$ cat config.mk
export PLATFORM = sky130hd
export DESIGN_NAME = mcp_ctrl
export DESIGN_NICKNAME = d
export VERILOG_FILES = /design/src/rtl/mcp_pkg.sv /design/src/rtl/mcp_lane_dec.sv /design/src/rtl/mcp_ctrl.sv
export SDC_FILE = /design/constraint.sdc
export NUM_CORES = 1
export LEC_CHECK = 0
export BUFFER_PORTS_ARGS = -buffer_cell sky130_fd_sc_hd__buf_2
export CAP_MARGIN = 5
export CORE_AREA = 5 5 255 257
export DETAILED_ROUTE_END_ITERATION = 8
export DIE_AREA = 0 0 260 262
export MAX_ROUTING_LAYER = met4
export PLACE_DENSITY = 0.42
export SKIP_LAST_GASP = 1
export SLEW_MARGIN = 15
export SYNTH_ARGS = -nofsm -noshare
export SYNTH_HDL_FRONTEND = slang
export SYNTH_SLANG_ARGS = --single-unit
$ cat constraint.sdc
create_clock -name mclk -period 4.67 [get_ports mclk]
set_clock_uncertainty 0.1 [all_clocks]
set_input_delay 1.401 -clock mclk [delete_from_list [all_inputs] [get_ports mclk]]
set_output_delay 1.401 -clock mclk [all_outputs]
set_load 0.02 [all_outputs]
$ cat src/rtl/mcp_pkg.sv
package mcp_pkg;

   // ==========================================================
   // Sizes.
   localparam int NUM_BANKS = 8;
   localparam int NUM_LANES = 8;
   localparam int NUM_LINES = 6;
   localparam int ADDR_W = 32;
   localparam int WORD_W = 16;

   // ==========================================================
   // Machine selectors per bank.
   localparam logic [1:0] MACH_SIMPLE = 2'h0;
   localparam logic [1:0] MACH_SDRAM = 2'h1;
   localparam logic [1:0] MACH_PROG = 2'h2;

   // Port size codes: 8, 16, 32 and 64 bit.
   localparam logic [1:0] PORT_8 = 2'h0;
   localparam logic [1:0] PORT_16 = 2'h1;
   localparam logic [1:0] PORT_32 = 2'h2;
   localparam logic [1:0] PORT_64 = 2'h3;

   // Buffer control function codes.
   localparam logic [1:0] BCF_DIR = 2'h0;
   localparam logic [1:0] BCF_ENA = 2'h1;
   localparam logic [1:0] BCF_SPLIT = 2'h2;

   // Burst and SDRAM address bit positions, programmable machine depth.
   localparam int BADDR_LO = 27;
   localparam int BADDR_HI = 28;
   localparam int SD_A10_BIT = 10;
   localparam int PROG_DEPTH = 16;
   localparam int PROG_IDX_W = 4;

   // Simple machine cycle count, from 0, at which the access terminates internally.
   localparam logic [3:0] SIMPLE_TIMEOUT = 4'hf;

   // Word layout of the programmable machine: lines, lanes enable, select enable (unused, the select holds for the whole access), wait enable, last.
   localparam int PW_LINES_LO = 0;
   localparam int PW_LANE_EN = 6;
   localparam int PW_CS_EN = 7;
   localparam int PW_WAIT_EN = 8;
   localparam int PW_LAST = 9;

   typedef enum logic [2:0] {
      MCP_IDLE = 3'b000,
      MCP_SIMPLE = 3'b001,
      MCP_SD_ROW = 3'b010,
      MCP_SD_COL = 3'b011,
      MCP_SD_END = 3'b100,
      MCP_PROG = 3'b101
   } mcp_state_e;

endpackage

$ cat src/rtl/mcp_lane_dec.sv
`timescale 1ns/10ps
// Byte lane decoder from address offset, transfer size and port size.
module mcp_lane_dec (
   // Access description.
   input wire logic [2:0] addr_lo,
   input wire logic [3:0] xfer_bytes,
   input wire logic [1:0] port_size,
   // Lane result.
   output logic [7:0] lanes
);
   logic [3:0] port_bytes;
   logic [2:0] off;
   logic [15:0] span;

   // Port width in bytes and the offset inside that port.
   always_comb begin
      case (port_size)
         mcp_pkg::PORT_8: port_bytes = 4'h1;
         mcp_pkg::PORT_16: port_bytes = 4'h2;
         mcp_pkg::PORT_32: port_bytes = 4'h4;
         default: port_bytes = 4'h8;
      endcase
      off = addr_lo & 3'(port_bytes - 4'h1);
      span = ((16'h1 << xfer_bytes) - 16'h1) << off;
      lanes = span[7:0] & 8'((16'h1 << port_bytes) - 16'h1);
   end
endmodule

$ cat src/rtl/mcp_ctrl.sv
`timescale 1ns/10ps
// External bus memory controller pin sequencer.
module mcp_ctrl #(
   parameter int NUM_BANKS = mcp_pkg::NUM_BANKS,
   parameter int NUM_LINES = mcp_pkg::NUM_LINES
) (
   // Clock and reset.
   input wire logic mclk,
   input wire logic nrst,
   // Configuration levels.
   input wire logic [1:0] buffer_ctrl_function_field,
   input wire logic ext_master_mode,
   input wire logic [NUM_BANKS*32-1:0] bank_base,
   input wire logic [NUM_BANKS*32-1:0] bank_mask,
   input wire logic [NUM_BANKS-1:0] bank_valid,
   input wire logic [NUM_BANKS*2-1:0] bank_machine,
   input wire logic [NUM_BANKS*2-1:0] bank_port,
   // Programmable machine storage load port.
   input wire logic prog_we,
   input wire logic [mcp_pkg::PROG_IDX_W-1:0] prog_waddr,
   input wire logic [9:0] prog_wdata,
   // Internal access request.
   input wire logic req_valid,
   output logic req_ready,
   input wire logic [31:0] req_addr,
   input wire logic [3:0] req_bytes,
   input wire logic req_write,
   input wire logic req_parity,
   output logic done_pulse,
   // Inputs from devices.
   input wire logic chipsel_machine_ack_in,
   input wire logic prog_machine_wait_in,
   // Pins toward memories.
   output logic [NUM_BANKS-1:0] chip_sel_n,
   output logic data_buffer_ctrl_a,
   output logic data_buffer_ctrl_b,
   output logic [1:0] burst_addr_out,
   output logic addr_latch_en,
   output logic [7:0] lane_write_strobe,
   output logic [7:0] sdram_lane_mask,
   output logic [7:0] prog_lane_select,
   output logic sdram_addr_bit_ten,
   output logic [NUM_LINES-1:0] prog_line,
   output logic sdram_write_cmd,
   output logic sdram_row_strobe,
   output logic sdram_col_strobe,
   output logic mem_read_output_enable,
   output logic parity_chip_select,
   output logic sdram_addr_mux_sel
);
   // ==========================================================
   // Input synchronisers.
   logic ack_s1_ff, ack_ff, ack_q_ff, wait_s1_ff, wait_ff;
   logic ack_fell;

   // Two flops on each device input; the acknowledge has a third for its fall.
   always_ff @(posedge mclk) begin
      if (!nrst) begin
         ack_s1_ff <= 1'b1;
         ack_ff <= 1'b1;
         ack_q_ff <= 1'b1;
         wait_s1_ff <= 1'b0;
         wait_ff <= 1'b0;
      end else begin
         ack_s1_ff <= chipsel_machine_ack_in;
         ack_ff <= ack_s1_ff;
         ack_q_ff <= ack_ff;
         wait_s1_ff <= prog_machine_wait_in;
         wait_ff <= wait_s1_ff;
      end
   end

   // Only a fresh fall of the acknowledge ends an access, so an answer that
   // is still draining through the synchroniser cannot end the next one.
   assign ack_fell = ack_q_ff && !ack_ff;

   // ==========================================================
   // Bank match.
   logic [NUM_BANKS-1:0] hit_oh;
   logic [2:0] hit_idx;
   logic hit_any;

   // Lowest matching bank wins so only one select can assert.
   always_comb begin
      hit_oh = '0;
      hit_idx = 3'h0;
      hit_any = 1'b0;
      for (int i = NUM_BANKS - 1; i >= 0; i--) begin
         if (bank_valid[i] && ((req_addr & bank_mask[i*32 +: 32]) ==
             (bank_base[i*32 +: 32] & bank_mask[i*32 +: 32]))) begin
            hit_idx = 3'(i);
            hit_any = 1'b1;
         end
      end
      if (hit_any) begin
         hit_oh[hit_idx] = 1'b1;
      end
   end

   // ==========================================================
   // Lane decode.
   logic [7:0] lanes;

   mcp_lane_dec u_lane (
      .addr_lo(req_addr[2:0]),
      .xfer_bytes(req_bytes),
      .port_size(bank_port[hit_idx*2 +: 2]),
      .lanes(lanes)
   );

   // ==========================================================
   // Programmable machine storage.
   logic [9:0] prog_mem_ff [mcp_pkg::PROG_DEPTH];

   // Word load from the configuration side.
   always_ff @(posedge mclk) begin
      if (!nrst) begin
         for (int i = 0; i < mcp_pkg::PROG_DEPTH; i++) begin
            prog_mem_ff[i] <= 10'h200;
         end
      end else if (prog_we) begin
         prog_mem_ff[prog_waddr] <= prog_wdata;
      end
   end

   // ==========================================================
   // Sequencer.
   mcp_pkg::mcp_state_e state_ff;
   logic [3:0] cnt_ff;
   logic [NUM_BANKS-1:0] cs_ff;
   logic [7:0] lanes_ff;
   logic wr_ff, par_ff;
   logic [31:0] addr_ff;
   logic [9:0] pword;
   logic take, stall;

   assign req_ready = (state_ff == mcp_pkg::MCP_IDLE);
   assign take = req_valid && req_ready && hit_any;
   assign pword = prog_mem_ff[cnt_ff];
   assign stall = pword[mcp_pkg::PW_WAIT_EN] && wait_ff;

   // State, counter and captured access.
   always_ff @(posedge mclk) begin
      if (!nrst) begin
         state_ff <= mcp_pkg::MCP_IDLE;
         cnt_ff <= 4'h0;
         cs_ff <= '0;
         lanes_ff <= 8'h00;
         wr_ff <= 1'b0;
         par_ff <= 1'b0;
         addr_ff <= 32'h0;
         done_pulse <= 1'b0;
      end else begin
         done_pulse <= 1'b0;
         case (state_ff)
            mcp_pkg::MCP_IDLE: begin
               if (take) begin
                  cs_ff <= hit_oh;
                  lanes_ff <= lanes;
                  wr_ff <= req_write;
                  par_ff <= req_parity;
                  addr_ff <= req_addr;
                  cnt_ff <= 4'h0;
                  case (bank_machine[hit_idx*2 +: 2])
                     mcp_pkg::MACH_SDRAM: state_ff <= mcp_pkg::MCP_SD_ROW;
                     mcp_pkg::MACH_PROG: state_ff <= mcp_pkg::MCP_PROG;
                     default: state_ff <= mcp_pkg::MCP_SIMPLE;
                  endcase
               end
            end
            mcp_pkg::MCP_SIMPLE: begin
               cnt_ff <= cnt_ff + 4'h1;
               if (ack_fell || cnt_ff == mcp_pkg::SIMPLE_TIMEOUT) begin
                  state_ff <= mcp_pkg::MCP_IDLE;
                  cs_ff <= '0;
                  done_pulse <= 1'b1;
               end
            end
            mcp_pkg::MCP_SD_ROW: state_ff <= mcp_pkg::MCP_SD_COL;
            mcp_pkg::MCP_SD_COL: state_ff <= mcp_pkg::MCP_SD_END;
            mcp_pkg::MCP_SD_END: begin
               state_ff <= mcp_pkg::MCP_IDLE;
               cs_ff <= '0;
               done_pulse <= 1'b1;
            end
            mcp_pkg::MCP_PROG: begin
               if (!stall) begin
                  cnt_ff <= cnt_ff + 4'h1;
                  if (pword[mcp_pkg::PW_LAST] ||
                      cnt_ff == 4'(mcp_pkg::PROG_DEPTH - 1)) begin
                     state_ff <= mcp_pkg::MCP_IDLE;
                     cs_ff <= '0;
                     done_pulse <= 1'b1;
                  end
               end
            end
            default: state_ff <= mcp_pkg::MCP_IDLE;
         endcase
      end
   end

   // ==========================================================
   // Registered pin drive.
   always_ff @(posedge mclk) begin
      if (!nrst) begin
         chip_sel_n <= '1;
         lane_write_strobe <= 8'hff;
         sdram_lane_mask <= 8'hff;
         prog_lane_select <= 8'hff;
         mem_read_output_enable <= 1'b1;
         sdram_row_strobe <= 1'b1;
         sdram_col_strobe <= 1'b1;
         sdram_write_cmd <= 1'b1;
         sdram_addr_bit_ten <= 1'b0;
         sdram_addr_mux_sel <= 1'b0;
         prog_line <= '1;
         parity_chip_select <= 1'b1;
         burst_addr_out <= 2'h0;
         addr_latch_en <= 1'b0;
         data_buffer_ctrl_a <= 1'b1;
         data_buffer_ctrl_b <= 1'b1;
      end else begin
         chip_sel_n <= ~cs_ff;
         lane_write_strobe <= (state_ff == mcp_pkg::MCP_SIMPLE && wr_ff) ?
            ~lanes_ff : 8'hff;
         mem_read_output_enable <=
            !(state_ff == mcp_pkg::MCP_SIMPLE && !wr_ff);
         sdram_lane_mask <= (state_ff == mcp_pkg::MCP_SD_COL) ?
            ~lanes_ff : 8'hff;
         sdram_row_strobe <= !(state_ff == mcp_pkg::MCP_SD_ROW);
         sdram_col_strobe <= !(state_ff == mcp_pkg::MCP_SD_COL);
         sdram_write_cmd <= !(state_ff == mcp_pkg::MCP_SD_COL && wr_ff);
         // Row phase carries the address bit; column phase leaves it low.
         sdram_addr_bit_ten <= (state_ff == mcp_pkg::MCP_SD_ROW) ?
            addr_ff[mcp_pkg::SD_A10_BIT] : 1'b0;
         sdram_addr_mux_sel <= ext_master_mode &&
            state_ff == mcp_pkg::MCP_SD_COL;
         if (state_ff == mcp_pkg::MCP_PROG) begin
            prog_line <= pword[mcp_pkg::PW_LINES_LO +: NUM_LINES];
            prog_lane_select <= pword[mcp_pkg::PW_LANE_EN] ?
               ~lanes_ff : 8'hff;
         end else begin
            prog_line <= '1;
            prog_lane_select <= 8'hff;
         end
         parity_chip_select <= !(par_ff && |cs_ff);
         burst_addr_out <=
            addr_ff[mcp_pkg::BADDR_HI:mcp_pkg::BADDR_LO];
         addr_latch_en <= ext_master_mode && take;
         // Buffer controls: direction plus enable, enable only, or split read/write.
         case (buffer_ctrl_function_field)
            mcp_pkg::BCF_DIR: begin
               data_buffer_ctrl_a <= !wr_ff;
               data_buffer_ctrl_b <= !(|cs_ff);
            end
            mcp_pkg::BCF_SPLIT: begin
               data_buffer_ctrl_a <= !(|cs_ff && wr_ff);
               data_buffer_ctrl_b <= !(|cs_ff && !wr_ff);
            end
            default: begin
               data_buffer_ctrl_a <= !(|cs_ff);
               data_buffer_ctrl_b <= 1'b1;
            end
         endcase
      end
   end
endmodule

# Word level (Yosys, flattened, before mapping)

Memory sizes are Yosys's and may differ from the RTL's. A register that Yosys moved wholly into a read port is not among the register bits.
Index checks and enable logic that the tools add are counted.

Register bits: 110
Bits in writable memories: 160
Input port bits: 613
Output and inout port bits: 52
Word-level logic and storage cells: 182
Memories kept: 1

Add/subtract/negate cells: 4
$lt $le $gt $ge: 2
Equality and inequality tests: 23
Shift-type cells: 5
Multiplexer cells: 49
Bitwise logic cells: 20
Reductions and logical operators: 49

Memory list:

| name        | words | width | read ports | clocked after Yosys merged registers in | write ports | line            | text |
|---|---|---|---|---|---|---|---|
| prog_mem_ff | 16    | 10    | 1          | 1                                       | 16          | mcp_ctrl.sv:113 | `logic [9:0] prog_mem_ff [mcp_pkg::PROG_DEPTH];` |

Operators with widths:

| kind                                                                 | count |
|---|---|
| 32-bit bitwise AND                                                   | 16 |
| 32-bit equality test                                                 | 8 |
| 8-bit two-way mux                                                    | 5 |
| 3-bit two-way mux                                                    | 12 |
| 8-bit one-hot mux with 4 select lines                                | 1 |
| 16-bit by 5-bit variable part select with 2-bit output               | 2 |
| 4-bit one-hot mux with 3 select lines                                | 2 |
| 1-bit logical AND                                                    | 21 |
| 4-bit two-way mux                                                    | 5 |
| 1-bit two-way mux                                                    | 17 |
| 8-bit inverter                                                       | 2 |
| 1-bit by 4-bit << shifter with 16-bit output, first input constant   | 1 |
| 16-bit by 3-bit << shifter with 8-bit output                         | 1 |
| 16-bit by 1-bit subtractor with 16-bit output, second input constant | 1 |
| 3-bit one-hot mux with 5 select lines                                | 1 |
| 1-bit logical NOT                                                    | 10 |
| 10-bit two-way mux                                                   | 1 |
| 2-bit AND reduction                                                  | 5 |
| 10-bit OR reduction                                                  | 1 |
| 8-bit bitwise AND                                                    | 1 |
| 8-bit OR reduction                                                   | 1 |
| 1-bit by 4-bit << shifter with 8-bit output, first input constant    | 1 |
| 8-bit by 1-bit subtractor with 8-bit output, second input constant   | 1 |
| 2-bit equality test, second input constant                           | 3 |
| 24 further kinds                                                     | 33 |

# Depth between registers and ports, before layout

Gate-level depths: netlist of run 1.

Depth in word-level cells: 18
Depth in mapped cells: 19
Mapped depth without buffers: 14

# Hierarchy

From an unflattened synthesis of run 1, not the netlist that was laid out.

Cell total of the unflattened synthesis: 1,451
Area, all modules: 15,548.7 um^2

By module, submodules not included:

| module       | times used | cells each | area an instance (um^2) | sequential area each (um^2) |
|---|---|---|---|---|
| mcp_ctrl     | 1          | 1,375      | 15,043.2                | 6,085.8 |
| mcp_lane_dec | 1          | 76         | 505.5                   | 0.0 |

# Worst setup path after synthesis of run 1

OpenSTA, ideal clock, no wires.

Path type: in2reg
Start: input req_addr[8]
End: register lanes_ff[6]
Library setup time: 0.062 ns
Arrival time: 4.653 ns
Data required time: 4.508 ns
Setup slack: -0.145 ns
Stages on the path: 16
Buffers on the path: 3
Cells stage by stage: buf_2 -> xor2_1 -> a22o_1 -> a221oi_2 -> and3_1 -> nand2_1 -> a32o_1 -> a22o_1 -> buf_6 -> mux2_4 -> o221a_1 -> buf_6 -> o21ai_4 -> mux2_1 -> a311oi_1 -> a32o_1

Longest elaborated chain between the ends: 18
Elaborated cells between the ends (all ways): 53
Those cells by class: add/sub (2); eq/ne (10); shift (3); mux (17); bitwise (10); reduce/logical (11)

Ends and longest elaborated chain:

| item                                                   | line               | text |
|---|---|---|
| from (decl)                                            | mcp_ctrl.sv:25     | `input wire logic [31:0] req_addr,` |
| 32-bit bitwise AND                                     | mcp_ctrl.sv:89     | `if (bank_valid[i] && ((req_addr & bank_mask[i*32 +: 32]) ==` |
| 32-bit equality test                                   | mcp_ctrl.sv:89     |  |
| 1-bit logical AND                                      | mcp_ctrl.sv:89     |  |
| 3-bit two-way mux (8 in series)                        | mcp_ctrl.sv:89     |  |
| 16-bit by 5-bit variable part select with 2-bit output | mcp_ctrl.sv:107    | `.port_size(bank_port[hit_idx*2 +: 2]),` |
| 2-bit equality test, or another cell as far along      | mcp_lane_dec.sv:17 | `case (port_size)` |
| 4-bit one-hot mux with 3 select lines                  | mcp_lane_dec.sv:17 |  |
| 3-bit by 1-bit subtractor with 3-bit output            | mcp_lane_dec.sv:23 | `off = addr_lo & 3'(port_bytes - 4'h1);` |
| 3-bit bitwise AND                                      | mcp_lane_dec.sv:23 |  |
| 16-bit by 3-bit << shifter with 8-bit output           | mcp_lane_dec.sv:24 | `span = ((16'h1 << xfer_bytes) - 16'h1) << off;` |
| 8-bit bitwise AND                                      | mcp_lane_dec.sv:25 | `lanes = span[7:0] & 8'((16'h1 << port_bytes) - 16'h1);` |
| to (signal assigned)                                   | mcp_ctrl.sv:159    | `lanes_ff <= lanes;` |
| to (decl)                                              | mcp_ctrl.sv:131    | `logic [7:0] lanes_ff;` |

Parallel ways exist; a longest one is shown, timed or not.
A chain may end at the register's enable or synchronous reset.

# Worst setup path after layout of run 1

Start: input req_addr[25]
End: register lanes_ff[6]

Same word-level chain as after synthesis.

==> results of run 1 <==
==> registers in the layout, summed over array words and instances, names as in the netlist, 2 cells and up, named ones only <==
signal and cells:
cs_ff 8, burst_addr_out 2, prog_line 6, sdram_lane_mask 8, cnt_ff 4, prog_lane_select 8, lanes_ff 8, addr_ff 3
prog_mem_ff 144, state_ff 3, lane_write_strobe 8, chip_sel_n 8
==> placed cells by master (no fill, tap or decap), drive strengths merged, types with 28 or more instances in the layout <==
| cell | n |
|---|---|
| edfxtp | 144 |
| dfxtp | 88 |
| nor2 | 37 |
| o21ai | 29 |
| clkbuf | 38 |
| mux4 | 45 |
| and2 | 139 |
| nand4 | 28 |
| nand2 | 83 |
| diode | 46 |
| a22oi | 88 |
| buf | 818 |
| xor2 | 258 |
==> final timing paths <==
| kind | start | slack (ns) | cells after the start | to |
|---|---|---|---|---|
| max | req_addr[25] | 0.08 | 16 | lanes_ff[6]$_SDFFE_PN0P_ |
| min | par_ff$_SDFFE_PN0P_ | 0.30 | 1 | parity_chip_select$_SDFF_PN1_ |
| max reg2reg | flop | 1.22 | 14 | cs_ff[0]$_SDFFE_PN0P_ |
| min reg2reg | par_ff$_SDFFE_PN0P_ | 0.30 | 1 | parity_chip_select$_SDFF_PN1_ |
==> cells by family (layout without fill, tap and decap cells) <==
group / Yosys count / after routing / share of synthesized area
XOR/XNOR: 260 / 260 / 0.165
buffers and inverters: 87 / 875 / 0.0311
other: 0 / 46 / 0
multiplexers: 70 / 70 / 0.0931
adder cells (fa/ha/maj): 2 / 2 / 0.00181
flip-flops: 232 / 232 / 0.441
AO/OA/AOI/OAI: 216 / 216 / 0.117
AND/OR/NAND/NOR: 385 / 385 / 0.151
==> Yosys cell counts, drive strengths merged (2+ instances only) <==
cell type,instances
or3,14
nand3b,3
or2,11
o31ai,2
a222oi,8
and2,139
nor2,37
inv,12
xnor2,2
ha,2
o221a,2
a32o,2
nand2b,14
a31oi,3
buf,40
nor4,4
a21o,3
mux2i,14
nand2,83
mux2,11
a22oi,88
nor2b,2
nand3,9
nor3,25
mux4,45
o22ai,5
o221ai,5
a211oi,3
and3,11
dfxtp,88
a221oi,16
nand4b,3
clkbuf,35
a21oi,17
o21ai,29
a22o,19
edfxtp,144
xor2,258
a2bb2oi,2
nand4,28
==> layout make-up <==
| class | instances | area, um^2 |
|---|---|---|
| Clock inverter | 7 | 45.0 |
| Timing Repair Buffer | 819 | 4730 |
| Multi-Input combinational cell | 933 | 7530 |
| Fill cell | 6631 | 42100 |
| Tap cell | 846 | 1060 |
| Clock buffer | 37 | 763 |
| Sequential cell | 232 | 6090 |
| Inverter | 12 | 45.0 |
| Antenna cell | 46 | 115 |
==> worst max-delay path, cell delays in order <==
cell and delay, ns:
buf_2 0.18, buf_6 0.18, xor2_2 0.22, a22oi_1 0.20
nand4_1 0.16, buf_6 0.19, nor3_1 0.18, and2_1 0.17
o21ai_1 0.08, a22o_4 0.30, mux2_4 0.34, o221a_4 0.31
o21ai_4 0.25, mux2_4 0.33, a311oi_1 0.24, a32o_1 0.19
==> layer usage <==
layer,GRT usage,vias up
li1,-,6176
met1,0.323,6694
met2,0.449,612
met3,0.0418,197
met4,0.112,0
met5,-,-
==> metrics by stage <==
| stage | utilization | cells |
|---|---|---|
| finish | 0.326 | 2932 |
| global route | 0.326 | 2926 |
| CTS | 0.321 | 2884 |
| detailed placement | 0.306 | 2841 |
| global placement | 0.306 | 2841 |
| floorplan | - | 1252 |
==> repair_timing <==
action	4_1_cts	5_1_grt
hold buffers	0	0
pin swaps	5	17
setup buffers	0	3
endpoints found under the setup margin	11	10
gates resized for setup	31	36
==> report_power, final <==
group	total, W	leakage [nW]	internal, W	switching, W
Combinational	0.00113	6.19	0.000515	0.000613
Clock	0.00196	0.403	0.00113	0.000828
Sequential	0.00227	2.09	0.00225	0.0000218
==> flow_summary_export.csv, run 1 <==
group,metric,value,unit
placement,pre_cts_ws,-1.05,ns
clock_tree,clock-sinks,232,
worst_setup_path,required,5.04,ns
routing,wirelength,93200,um
synthesis,ys_top_cells_by_area,"edfxtp_1, xor2_1, dfxtp_1",
power_and_ir_drop,power_density,263,mW/mm^2
routing,top_layer,"met4",
power_and_ir_drop,vdd_ir_drop_max,0.288,mV
sta,setup_ws,0.0817,ns
die,core,0.0625,mm^2
placement,io_buffers,663,
routing,via_per_inst,4.67,
finish,drive_gt1_frac,0.475,
clock_tree,cts_buffers,25,
clock_tree,clockBufferDepth,3,
die,placementRows,92,
sta,whs,0.297,ns
power_and_ir_drop,leakagePower,8.69,nW
routing,met1_length,38300,um
finish,fin_nets,2638,
run_status,status,"completed",
routing,num_vias,13700,
synthesis,syn_area_per_cell,11.0,um^2
global_routing,antenna_found_initial,90,
synthesis,synthFlopType,"edfxtp_1",
synthesis,synth_top_area_frac,0.313,
clock_tree,insertion_delay,0.54,ns
min_path,worstHoldPathType,"flop to flop",
clock_tree,clkTransAtPathRegs,0.06,ns
sta,drv_slew,0,
worst_setup_path,critical_path_class,"input pin to flop",
clock_tree,cts_tree,"done",
clock_tree,root_buffer,"clkbuf_16",
placement,placed_area,0.0192,mm^2
synthesis,netlist_area,0.0138,mm^2
synthesis,ys_warn_count,0,
die,start_util,0.221,
die,io_pins,665,
placement,hpwl,81500,um
sta,finalCritPeriodShare,0.983,
global_routing,grt_pass1_vias,14300,
synthesis,synth_cell_types,64,
synthesis,synth_seq_cells,232,
worst_setup_path,worstPathMaxFanout,11,
sta,relSlewSlack,0.473,
routing,wire_per_inst,31.8,um
synthesis,postSynthCellCount,1252,
routing,met2WireLength,45400,um
power_and_ir_drop,p_total,0.00535,W
synthesis,syn_nets,1867,
worst_setup_path,crit_path_end_kind,"flop",
sta,hold_violations,0,
global_routing,grt_usage,0.267,
global_routing,grt_max_degree,32,
routing,wl_met3,5140,um
clock_tree,htreeDepth,1,
worst_setup_path,critPathArrivalTime,4.96,ns
placement,gp_congestion,0.971,
die,die_y,262,um
synthesis,synth_edf_count,144,
run,max_cap_violations,0,
die,die_x,260,um
sta,fin_crit,4.59,ns
routing,drt-pass1-iter-count,6,
routing,final_antenna_net_count,0,
synthesis,synth_area_leader_cell,"edfxtp_1",
worst_setup_path,startpoint_type,"input pin",
global_routing,grt-ovfl-total,0,
routing,drc,0,
sta,worst_slew_pin_slew,0.790,ns
sta,fmax,218,MHz
routing,drt_iter0_markers,1065,
global_routing,grt_pass1_wl,121000,um
synthesis,synthArstFlopShare,0,
synthesis,yosysSeqAreaShare,0.441,
die,dieArea,0.0681,mm^2
sta,setup_viol,0,
finish,synthToLayoutAreaGrowth,47.5,%
sta,final.setup.tns,0,ns
finish,fin_area,0.0204,mm^2
Power figures use the tool's default switching activity.
==> inputs of run 2 (changes only) <==
BUFFER_PORTS_ARGS = -buffer_cell sky130_fd_sc_hd__clkbuf_2   (was -buffer_cell sky130_fd_sc_hd__buf_2)
CORE_AREA = 5 5 259 261   (was 5 5 255 257)
DIE_AREA = 0 0 264 266   (was 0 0 260 262)
MAX_ROUTING_LAYER = not set   (was met4)
PLACE_DENSITY = 0.44   (was 0.42)
SYNTH_HIERARCHICAL = 1   (was not set)
==> run 2 against run 1 <==
Largest cell class unchanged. Via count rose by 25%. Maximum frequency down 4.2%. Highest routed layer is now met5. Synthesized cell count is 16% higher. First-iteration DRC count increased by 65%. Final area up 18%. Sequential power about the same. Sequential share of layout area down 4.6 points. Global-route usage rose by 2.8 points. The run now ends with setup timing left. Critical endpoint is now lanes_ff[7]$_SDFFE_PN0P_.
==> flow_summary_export.csv, run 2 <==
group,metric,value,unit
run_status,status,"finished, violations left",
run_status,violations,"setup timing",
die,core,0.0642,mm^2
clock_tree,clockBufferDepth,3,
die,die_y,266,um
routing,wirelength,110000,um
sta,worst_slew_pin_slew,0.811,ns
finish,final_cell_count_no_fill,3327,
worst_setup_path,worstPathMaxFanout,6,
routing,drt_iter0_markers,1761,
synthesis,yosysMostFrequentCell,"xor2_1",
finish,final_common_cell,"clkbuf_2",
die,die_x,264,um
clock_tree,clkTransAtPathRegs,0.07,ns
synthesis,synthFlopType,"edfxtp_1",
finish,synthToLayoutAreaGrowth,55.1,%
global_routing,antenna_found_initial,58,
routing,drt-pass1-iter-count,9,
sta,whs,0.314,ns
global_routing,grt_usage,0.295,
clock_tree,cts_tree,"done",
clock_tree,cts_buffers,24,
finish,final_cell_mix,"clkbuf_2, buf_4, xor2_1",
finish,top_register,"prog_mem_ff",
routing,wire_per_inst,33.0,um
synthesis,postSynthCellCount,1451,
synthesis,yosysSeqAreaShare,0.391,
finish,fin_area,0.0241,mm^2
power_and_ir_drop,p_comb_frac,0.289,
clock_tree,root_buffer,"clkbuf_16",
min_path,worstHoldPathType,"flop to flop",
power_and_ir_drop,p_seq_frac,0.388,
routing,num_vias,17100,
power_and_ir_drop,leakagePower,10.5,nW
finish,drive_gt1_frac,0.506,
finish,largest_reg_flops,144,
synthesis,synth_seq_cells,232,
die,dieArea,0.0702,mm^2
sta,fin_crit,4.79,ns
placement,io_buffers,663,
sta,finalCritPeriodShare,1.03,
clock_tree,hold_buffers,0,
worst_setup_path,crit_path_end_kind,"flop",
placement,hpwl,95500,um
synthesis,ys_warn_count,6,
synthesis,synth_top_area_frac,0.278,
synthesis,ys_top_cells_by_area,"edfxtp_1, xor2_1, dfxtp_1",
sta,relSlewSlack,0.456,
synthesis,synth_area_leader_cell,"edfxtp_1",
synthesis,synth_cell_types,90,
routing,via_per_inst,5.13,
power_and_ir_drop,vdd_ir_drop_max,0.223,mV
worst_setup_path,startpoint_type,"input pin",
placement,placed_area,0.0223,mm^2
synthesis,synth_edf_count,144,
synthesis,syn_nets,2066,
power_and_ir_drop,net-switching-power,0.00176,W
power_and_ir_drop,switching_share,0.301,
global_routing,grt-ovfl-total,0,
finish,fin_nets,3040,
die,placementRows,93,
worst_setup_path,required,5.03,ns
placement,gp_congestion,1.01,
synthesis,synthArstFlopShare,0,
sta,rsz0062_at_grt,"true",
worst_setup_path,critical_path_class,"input pin to flop",
global_routing,grt_pass1_wl,145000,um
power_and_ir_drop,power_density,243,mW/mm^2
run,max_cap_violations,0,
sta,drv_slew,0,
routing,drc,0,
worst_setup_path,critPathArrivalTime,5.15,ns
clock_tree,clock-sinks,232,
sta,setup_ws,-0.121,ns
routing,final_antenna_net_count,0,
power_and_ir_drop,power.internal,0.00409,W
global_routing,grt_max_degree,68,
clock_tree,htreeDepth,1,
synthesis,synth_common_cells,"xor2_1, a22oi_1, edfxtp_1, and2_1, nand2_1",
synthesis,netlist_area,0.0155,mm^2
clock_tree,insertion_delay,0.54,ns
die,start_util,0.242,
die,io_pins,665,
sta,setup_viol,6,
placement,dp.cells,3220,
sta,fmax,209,MHz
power_and_ir_drop,pwr-share-clk,0.323,
sta,hold_violations,0,
synthesis,syn_area_per_cell,10.7,um^2
global_routing,grt_pass1_vias,17400,
-- run 2: metrics by stage --
step / TNS [ns] / worst slack [ns] / total power, W / utilization
4_1_cts: -0.516 / -0.153 / 0.00580 / 0.364
2_1_floorplan: -0.451 / -0.158 / 0.00288 / -
3_5_place_dp: -17.35 / -1.07 / 0.00387 / 0.347
5_1_grt: -0.663 / -0.173 / 0.00606 / 0.375
6_report: -0.464 / -0.121 / 0.00585 / 0.376
3_3_place_gp: -14.18 / -1.06 / 0.00387 / 0.347
-- run 2: worst paths after layout --
path | from | cells past startpoint | slack (ns) | endpoint
setup reg to reg | flop | 11 | 1.15 | cs_ff[6]$_SDFFE_PN0P_
hold / removal | lanes_ff[0]$_SDFFE_PN0P_ | 1 | 0.31 | lane_write_strobe[0]$_SDFF_PN1_
setup / recovery | req_addr[21] | 18 | -0.12 | lanes_ff[7]$_SDFFE_PN0P_
hold reg to reg | lanes_ff[0]$_SDFFE_PN0P_ | 1 | 0.31 | lane_write_strobe[0]$_SDFF_PN1_
-- run 2: layout make-up --
cell class	instances	area, um^2
Timing Repair Buffer	1028	6650
Multi-Input combinational cell	1132	9450
Sequential cell	232	6090
Antenna cell	30	75.1
Clock inverter	13	145
Fill cell	6675	40100
Tap cell	855	1070
Inverter	7	26.3
Clock buffer	30	623
-- run 2: critical path: stages --
cell	delay, ns
buf_6	0.13
xor2_2	0.18
a22oi_2	0.21
nand4_1	0.21
or3_4	0.47
a211oi_4	0.26
o2111ai_4	0.19
buf_12	0.17
nand2_8	0.10
mux2_4	0.32
a211o_4	0.36
o21a_4	0.26
buf_6	0.12
a31oi_1	0.15
a211oi_1	0.08
a311oi_1	0.29
mux2i_1	0.11
nor2b_1	0.13
-- run 2: power by group through the flow --
| stage | Sequential (W) | Clock, W | Combinational (W) |
|---|---|---|---|
| 5_1_grt | 0.00228 | 0.00202 | 0.00176 |
| 4_1_cts | 0.00227 | 0.00194 | 0.00159 |
| 3_3_place_gp | 0.00231 | 0 | 0.00156 |
| 3_5_place_dp | 0.00231 | 0 | 0.00155 |
| 2_1_floorplan | 0.00230 | 0 | 0.000579 |
| 6_report | 0.00227 | 0.00189 | 0.00169 |
-- run 2: layer usage --
layer / share of wire / up-vias / track usage
met5: 0.00055 / - / 0
met4: 0.047 / 10 / 0.110
met3: 0.070 / 227 / 0.0582
met2: 0.49 / 913 / 0.513
met1: 0.40 / 8442 / 0.365
li1: - / 7481 / -
-- run 2: cell families (layout without fill, tap and decap cells) --
| family | count (synthesis) | count (layout) | synth area share |
|---|---|---|---|
| buf+inv | 88 | 1078 | 0.0406 |
| flops | 232 | 232 | 0.391 |
| mux | 73 | 73 | 0.0826 |
| simple gates | 472 | 473 | 0.175 |
| other cells | 0 | 30 | 0 |
| xor+xnor | 259 | 259 | 0.146 |
| compound gates | 325 | 325 | 0.162 |
| fa+ha+maj | 2 | 2 | 0.00161 |
-- run 2: repair_timing --
| action | 4_1_cts | 5_1_grt |
|---|---|---|
| gates resized for setup | 47 | 114 |
| pin swaps | 19 | 66 |
| cloned | 1 | 0 |
| setup endpoints to repair | 8 | 8 |
| buffers inserted | 12 | 25 |
